File: src/ccpo_consts.svh
// timing, encoding and reset constants for the compare/pwm output channel
`ifndef CCPO_CONSTS_SVH
`define CCPO_CONSTS_SVH
`define CCPO_MODE_OFF 4'h0
`define CCPO_MODE_TOG_CLR 4'h1
`define CCPO_MODE_TOG 4'h2
`define CCPO_MODE_SET 4'h8
`define CCPO_MODE_CLR 4'h9
`define CCPO_MODE_PULSE 4'hA
`define CCPO_MODE_PULSE_CLR 4'hB
`define CCPO_PWM_MSB2 2'h3
`define CCPO_CMP_MSB2 2'h2
`define CCPO_DUTY_ZERO 10'h000
`define CCPO_PS_ONE 2'h0
`define CCPO_PULSE_CYC 1
`endif

File: src/ccpo_pkg.sv
// types shared by the compare/pwm output channel
package ccpo_pkg;
    typedef struct packed {
        logic enable;
        logic align_left;
        logic [3:0] mode;
    } ccpo_ctrl_t;

    typedef struct packed {
        logic period_match;
        logic [1:0] phase_bits;
        logic [7:0] count;
    } ccpo_timer_t;

    typedef struct packed {
        logic pin_level;
        logic pin_oe;
        logic event_flag;
        logic conv_trigger;
        logic timebase_clear;
        logic wake_req;
    } ccpo_status_t;
endpackage

File: src/ccpo_channel.sv
// compare and standard pwm output channel
`timescale 1ns/1ps
`include "ccpo_consts.svh"

// Functional notes
// - compare valid only with synchronous timebase
// - every mode sets event flag; match triggers conversion
// - removed match cancels pending timebase clear
// - sleep compare needs running timebase; wakes
// - pwm waveform up to ten bits
// - period match: set pin unless new duty is zero, load duty buffer
// - period is (limit+1)*4*tosc*prescale
// - postscaler never affects pwm period
// - duty writes take effect at period match
// - time base is counter plus two bits
// - time base equals duty: pin low
// - pulse width equals duty times tosc prescale
// - resolution log2 of 4*(limit+1)
// - duty beyond period leaves pin unchanged
// - sleep freezes pwm pin and duty buffer; compare runs on with timebase
// - align bit places duty bits
// - right or left aligned duty layout
// - mode field decoding
// - compare stored value against timebase
// - reset clears channel, pin to input
module ccpo_channel (
    input wire logic clk_sys,
    input wire logic rst,
    input ccpo_pkg::ccpo_ctrl_t ctrl,
    input wire logic [15:0] duty_compare_value,
    input wire logic [15:0] compare_timebase,
    input ccpo_pkg::ccpo_timer_t period_timer,
    input wire logic conv_source_sel,
    input wire logic event_irq_en,
    input wire logic sleep_mode,
    input wire logic timebase_running,
    input wire logic pin_direction_bit,
    input wire logic event_flag_clear,
    output ccpo_pkg::ccpo_status_t status
);
    import ccpo_pkg::*;

    typedef enum logic [1:0] {ST_OFF, ST_COMPARE, ST_PWM} ccpo_state_t;

    ccpo_state_t state_q;
    logic pin_q;
    logic flag_q;
    logic trig_q;
    logic clr_q;
    logic wake_q;
    logic oe_q;
    logic pulse_q;
    logic clr_pend_q;
    logic match_prev_q;
    logic [9:0] duty_buf_q;

    // align selection picks ten duty bits out of the register pair
    function automatic logic [9:0] duty_extract(input logic left, input logic [15:0] v);
        duty_extract = left ? {v[15:8], v[7:6]} : {v[9:8], v[7:0]};
    endfunction

    wire logic is_pwm = ctrl.enable && (ctrl.mode[3:2] == `CCPO_PWM_MSB2);
    wire logic is_cmp_mode = (ctrl.mode[3:2] == `CCPO_CMP_MSB2) || (ctrl.mode == `CCPO_MODE_TOG)
        || (ctrl.mode == `CCPO_MODE_TOG_CLR);
    // capture codes share the mode field but are not served by this output channel
    wire logic is_cmp = ctrl.enable && is_cmp_mode;
    // running clock stops in sleep unless the timebase keeps its own clock
    wire logic cmp_run = is_cmp && (!sleep_mode || timebase_running);
    wire logic pwm_run = is_pwm && !sleep_mode;
    wire logic cmp_eq = duty_compare_value == compare_timebase;
    wire logic cmp_hit = cmp_run && cmp_eq && !match_prev_q;
    wire logic mode_clr = ctrl.mode == `CCPO_MODE_TOG_CLR || ctrl.mode == `CCPO_MODE_PULSE_CLR;
    wire logic [9:0] duty_new = duty_extract(ctrl.align_left, duty_compare_value);
    // counter extended with phase bits; phase source chosen by the timer block
    wire logic [9:0] time_base = {period_timer.count, period_timer.phase_bits};
    wire logic pwm_match = pwm_run && period_timer.period_match;
    wire logic duty_off = pwm_run && !pwm_match && (time_base == duty_buf_q);
    wire logic pwm_evt = pwm_match;
    wire logic evt = cmp_hit || pwm_evt;

    logic cmp_pin_d;
    always_comb
    begin
        cmp_pin_d = pin_q;
        case (ctrl.mode)
            `CCPO_MODE_TOG, `CCPO_MODE_TOG_CLR: cmp_pin_d = ~pin_q;
            `CCPO_MODE_SET: cmp_pin_d = 1'b1;
            `CCPO_MODE_CLR: cmp_pin_d = 1'b0;
            `CCPO_MODE_PULSE, `CCPO_MODE_PULSE_CLR: cmp_pin_d = 1'b1;
            default: cmp_pin_d = pin_q;
        endcase
    end

    ccpo_state_t state_d;
    assign state_d = is_pwm ? ST_PWM : (is_cmp ? ST_COMPARE : ST_OFF);

    logic pin_d;
    always_comb
    begin
        pin_d = pin_q;
        // next state, so a period match on the first pwm edge already sets the pin
        case (state_d)
            ST_COMPARE:
            begin
                if (cmp_hit)
                    pin_d = cmp_pin_d;
                else if (pulse_q)
                    pin_d = 1'b0;
            end
            ST_PWM:
            begin
                // a duty beyond the period never matches, so the level simply holds
                if (pwm_match)
                    pin_d = (duty_new != `CCPO_DUTY_ZERO);
                else if (duty_off)
                    pin_d = 1'b0;
            end
            default: pin_d = 1'b0;
        endcase
    end

    wire logic pin_out_d = (state_d == ST_OFF) ? 1'b0 : pin_d;
    wire logic oe_d = !pin_direction_bit && (state_d != ST_OFF);
    // set wins over a coincident software clear
    wire logic flag_d = evt || (flag_q && !event_flag_clear);
    wire logic trig_d = cmp_hit && conv_source_sel;
    wire logic pulse_d = cmp_hit && ctrl.mode[3] && ctrl.mode[1];
    // clear waits one edge and is dropped if the match has gone
    wire logic clr_pend_d = cmp_hit && mode_clr;
    wire logic clr_d = clr_pend_q && cmp_eq && is_cmp;
    wire logic wake_d = sleep_mode && cmp_hit && event_irq_en;
    wire logic match_prev_d = cmp_run ? cmp_eq : match_prev_q;

    always_ff @(posedge clk_sys)
    begin
        if (rst)
            state_q <= ST_OFF;
        else
            state_q <= state_d;
    end

    always_ff @(posedge clk_sys)
    begin
        if (rst)
            pin_q <= 1'b0;
        else
            pin_q <= pin_out_d;
    end

    always_ff @(posedge clk_sys)
    begin
        if (rst)
            oe_q <= 1'b0;
        else
            oe_q <= oe_d;
    end

    always_ff @(posedge clk_sys)
    begin
        if (rst)
            flag_q <= 1'b0;
        else
            flag_q <= flag_d;
    end

    always_ff @(posedge clk_sys)
    begin
        if (rst)
            trig_q <= 1'b0;
        else
            trig_q <= trig_d;
    end

    always_ff @(posedge clk_sys)
    begin
        if (rst)
            clr_q <= 1'b0;
        else
            clr_q <= clr_d;
    end

    always_ff @(posedge clk_sys)
    begin
        if (rst)
            wake_q <= 1'b0;
        else
            wake_q <= wake_d;
    end

    always_ff @(posedge clk_sys)
    begin
        if (rst)
            pulse_q <= 1'b0;
        else
            pulse_q <= pulse_d;
    end

    always_ff @(posedge clk_sys)
    begin
        if (rst)
            clr_pend_q <= 1'b0;
        else
            clr_pend_q <= clr_pend_d;
    end

    always_ff @(posedge clk_sys)
    begin
        if (rst)
            match_prev_q <= 1'b0;
        else
            match_prev_q <= match_prev_d;
    end

    always_ff @(posedge clk_sys)
    begin
        if (rst)
            duty_buf_q <= `CCPO_DUTY_ZERO;
        else if (pwm_match)
            duty_buf_q <= duty_new;
    end

    assign status.pin_level = pin_q;
    assign status.pin_oe = oe_q;
    assign status.event_flag = flag_q;
    assign status.conv_trigger = trig_q;
    assign status.timebase_clear = clr_q;
    assign status.wake_req = wake_q;
endmodule

File: config.mk
export PLATFORM = sky130hd
export DESIGN_NAME = ccpo_channel
export DESIGN_NICKNAME = d
export VERILOG_FILES = /design/src/ccpo_pkg.sv /design/src/ccpo_channel.sv
export VERILOG_INCLUDE_DIRS = /design/src
export SDC_FILE = /design/constraint.sdc
export NUM_CORES = 1
export LEC_CHECK = 0
export BUFFER_PORTS_ARGS = -buffer_cell sky130_fd_sc_hd__buf_2
export CORE_UTILIZATION = 38
export DETAILED_ROUTE_END_ITERATION = 10
export PLACE_DENSITY = 0.8
export SLEW_MARGIN = 40
export SYNTH_ARGS = -nofsm -noshare
export SYNTH_HDL_FRONTEND = slang
export SYNTH_SLANG_ARGS = --single-unit
File: constraint.sdc
create_clock -name clk_sys -period 1.76 [get_ports clk_sys]
set_input_delay 0.088 -clock clk_sys [delete_from_list [all_inputs] [get_ports clk_sys]]
set_output_delay 0.088 -clock clk_sys [all_outputs]
set_load 0.01 [all_outputs]
==> summary.txt <==
Status
  • Status: finished clean

Synth
  • Synth Warn #: 0
  • Most common cell in the netlist: xnor2_1
  • Yosys top cell area share: 0.305
  • Sequential element share of the synthesized area: 0.305
  • Post-synth cell types: 32
  • Synth top area cells: dfxtp_1 31%, xnor2_1 14%, mux2i_1 8.0%, a211oi_1 7.2%, xor2_1 5.6%
  • Largest area contributor in the netlist: dfxtp_1
  • Cell Area, Synth: 1250 um^2
  • Register bit total from synthesis: 19
  • Top_reg_cell synth: dfxtp_1
  • Syn nets: between 150 and 200
  • Synth cell count leaders: 20 x xnor2_1, 19 x dfxtp_1, 15 x nor2_1, 12 x a211oi_1, 10 x mux2i_1
  • Post-synth ARST share: 0
  • Syn Area/Cell: 9.16 um^2
  • Post-synth EDFFs: 0
  • Cells after synthesis: between 100 and 150

GRT
  • GR Util All Layers: 0.168
  • Vias in the first global route: 1126
  • Global-route wire length before repair: 4.51 mm
  • Global route overflow: 0
  • Initial antenna violation count: 0
  • Largest net degree at the start of global routing: 16

Placement
  • Port-buffer cells: 62
  • DP Worst Slack: 182 ps
  • Gp weighted congestion: ~0.80
  • Post-DP HPWL: 2.47 mm

Route
  • WL/cell: around 12 um
  • Post-DR vias/cell: 5.00
  • Total number of vias: roughly 1200
  • # DRC: 0
  • Final ANT Viol Nets: 0
  • Drt first pass iters: 4
  • Final wirelength: 2.89 mm
  • Drt initial violations: 31

Run
  • Max_cap viols: 0

Finish
  • Share of layout cells above drive strength 1: 0.390
  • Max FFs per register: 10
  • Multi-input logic area: 796 um^2
  • Reg with most FFs: duty_buf_q
  • Fillcell total: 301
  • Layout area overhead: 28.5%
  • Ant. Diodes: 0
  • Reg area: 380 um^2
  • Fin nets: 253

Die
  • DIE AREA: roughly 3500 um^2
  • Die Y: 59.3 um
  • Starting Density: 0.405
  • Core Box Area: 3080 um^2
  • Ports: 63
  • Die width: a little under 60 um
  • Std-Cell Rows: 20

Clocking
  • CTS Sinks: 19
  • CTS Buf Count: 3
  • Worst-Skew Late Latency: 290 ps
  • Worst-path clk slew: around 110 ps
  • Clk buf depth: 2
  • CTS resizes: 0
  • CTS root buf: clkbuf_4
  • CTS H-tree depth: 1
  • CTS tree: done

Pwr
  • Peak supply drop: 254 uV
  • P_leak: 0.000706 uW
  • Total power divided by cell area: 546 nW/um^2

Setup path
  • Crit Path Max Fanout: 2
  • WS Path Type: register to register
  • Critical Path AT: 1540 ps
  • Critical path required time: 1940 ps
  • Crit end category: register
  • Startpoint types: register

STA
  • Worst clock skew: 1.94 ps
  • RSZ-0062 raised after global routing: no
  • Rel. slew slack: 0.750
  • Total count of max-transition violations in the final report: 0
  • Final Hold Fails: 0
  • Final Setup Violations: 0
  • Actual slew at the worst max-slew pin: 373 ps
  • Final period util: 0.774
  • Final setup margin: 398 ps
  • Max Fclk: 734 MHz
  • Period minus WS final: 1360 ps
  • Setup TNS: 0 ps

Hold path
  • HP Class: input port to register
## power breakdown
part	internal, uW	switching (uW)	total, uW
Sequential	436	3.74	440
Combinational	110	105	215
Clock	84.4	135	219
Total	631	244	875
## worst paths after layout
| check | from | depth (start not counted) | slack [ps] | end |
|---|---|---|---|---|
| min reg2reg | duty_buf_q[3]$_SDFFE_PP0P_ | 2 | 520 | duty_buf_q[3]$_SDFFE_PP0P_ |
| max reg2reg | duty_buf_q[5]$_SDFFE_PP0P_ | 6 | 400 | pin_q$_SDFFE_PP0P_ |
| min | ctrl[2] | 2 | 20 | clr_pend_q$_SDFF_PP0_ |
| max | duty_buf_q[5]$_SDFFE_PP0P_ | 6 | 400 | pin_q$_SDFFE_PP0P_ |
## routing by layer
| metal | GRT usage | vias up | part of all wire |
|---|---|---|---|
| li1 | - | 608 | - |
| met1 | 0.199 | 528 | 0.45 |
| met2 | 0.323 | 60 | 0.48 |
| met3 | 0.0218 | 0 | 0.073 |
| met4 | 0.0204 | 0 | 0 |
| met5 | 0 | - | 0 |
## through the flow
step	std cells	hold WS, ps	cell area, um^2	total power (uW)	utilization
after floorplan	136	159	1250	559	-
final	239	16.1	1600	875	0.520
after global placement	234	252	1560	661	0.508
after detailed placement	234	255	1560	665	0.508
after global routing	239	8.12	1600	923	0.520
after CTS	239	11.4	1600	884	0.520
## worst max-delay path: stages (launching register included)
cell	delay (ps)
dfxtp_1	340
xnor2_1	170
nand4_1	110
nor4_1	260
a211oi_1	120
o21ai_0	160
a31oi_1	100
## cells by family (layout without fill, tap and decap cells)
kind of cell / after synthesis / count (layout) / synth area share
AO/OA/AOI/OAI: 23 / 23 / 0.127
XOR/XNOR: 28 / 28 / 0.197
buffers and inverters: 12 / 71 / 0.0562
flip-flops: 19 / 19 / 0.305
multiplexers: 10 / 10 / 0.0803
AND/OR/NAND/NOR: 44 / 44 / 0.235
## cells in the final DEF (no fill, tap or decap), types with 2 or more instances in the layout
cell,instances
buf_2,62
xnor2_1,20
dfxtp_1,19
nor2_1,15
a211oi_1,12
mux2i_1,10
xor2_1,8
nand4_1,5
nor4_1,4
o21ai_0,4
nor2b_1,3
clkbuf_4,3
nand3_1,2
or4_1,2
a31oi_1,2
inv_1,2
a21oi_1,2
nand2_1,2
and3_1,2
buf_4,2
## layout make-up
type / instances / area share
Multi-Input combinational cell: 105 / 0.497
Clock inverter: 1 / 0.00312
Sequential cell: 19 / 0.237
Timing Repair Buffer: 65 / 0.209
Clock buffer: 3 / 0.0141
Inverter: 2 / 0.00469
Tap cell: 44 / 0.0344
## repair_timing
item / CTS / global route
buffers inserted: 0 / 0
hold buffers: 1 / 0
hold endpoints to repair: 1 / 0
(Power assumes the default switching activity.)
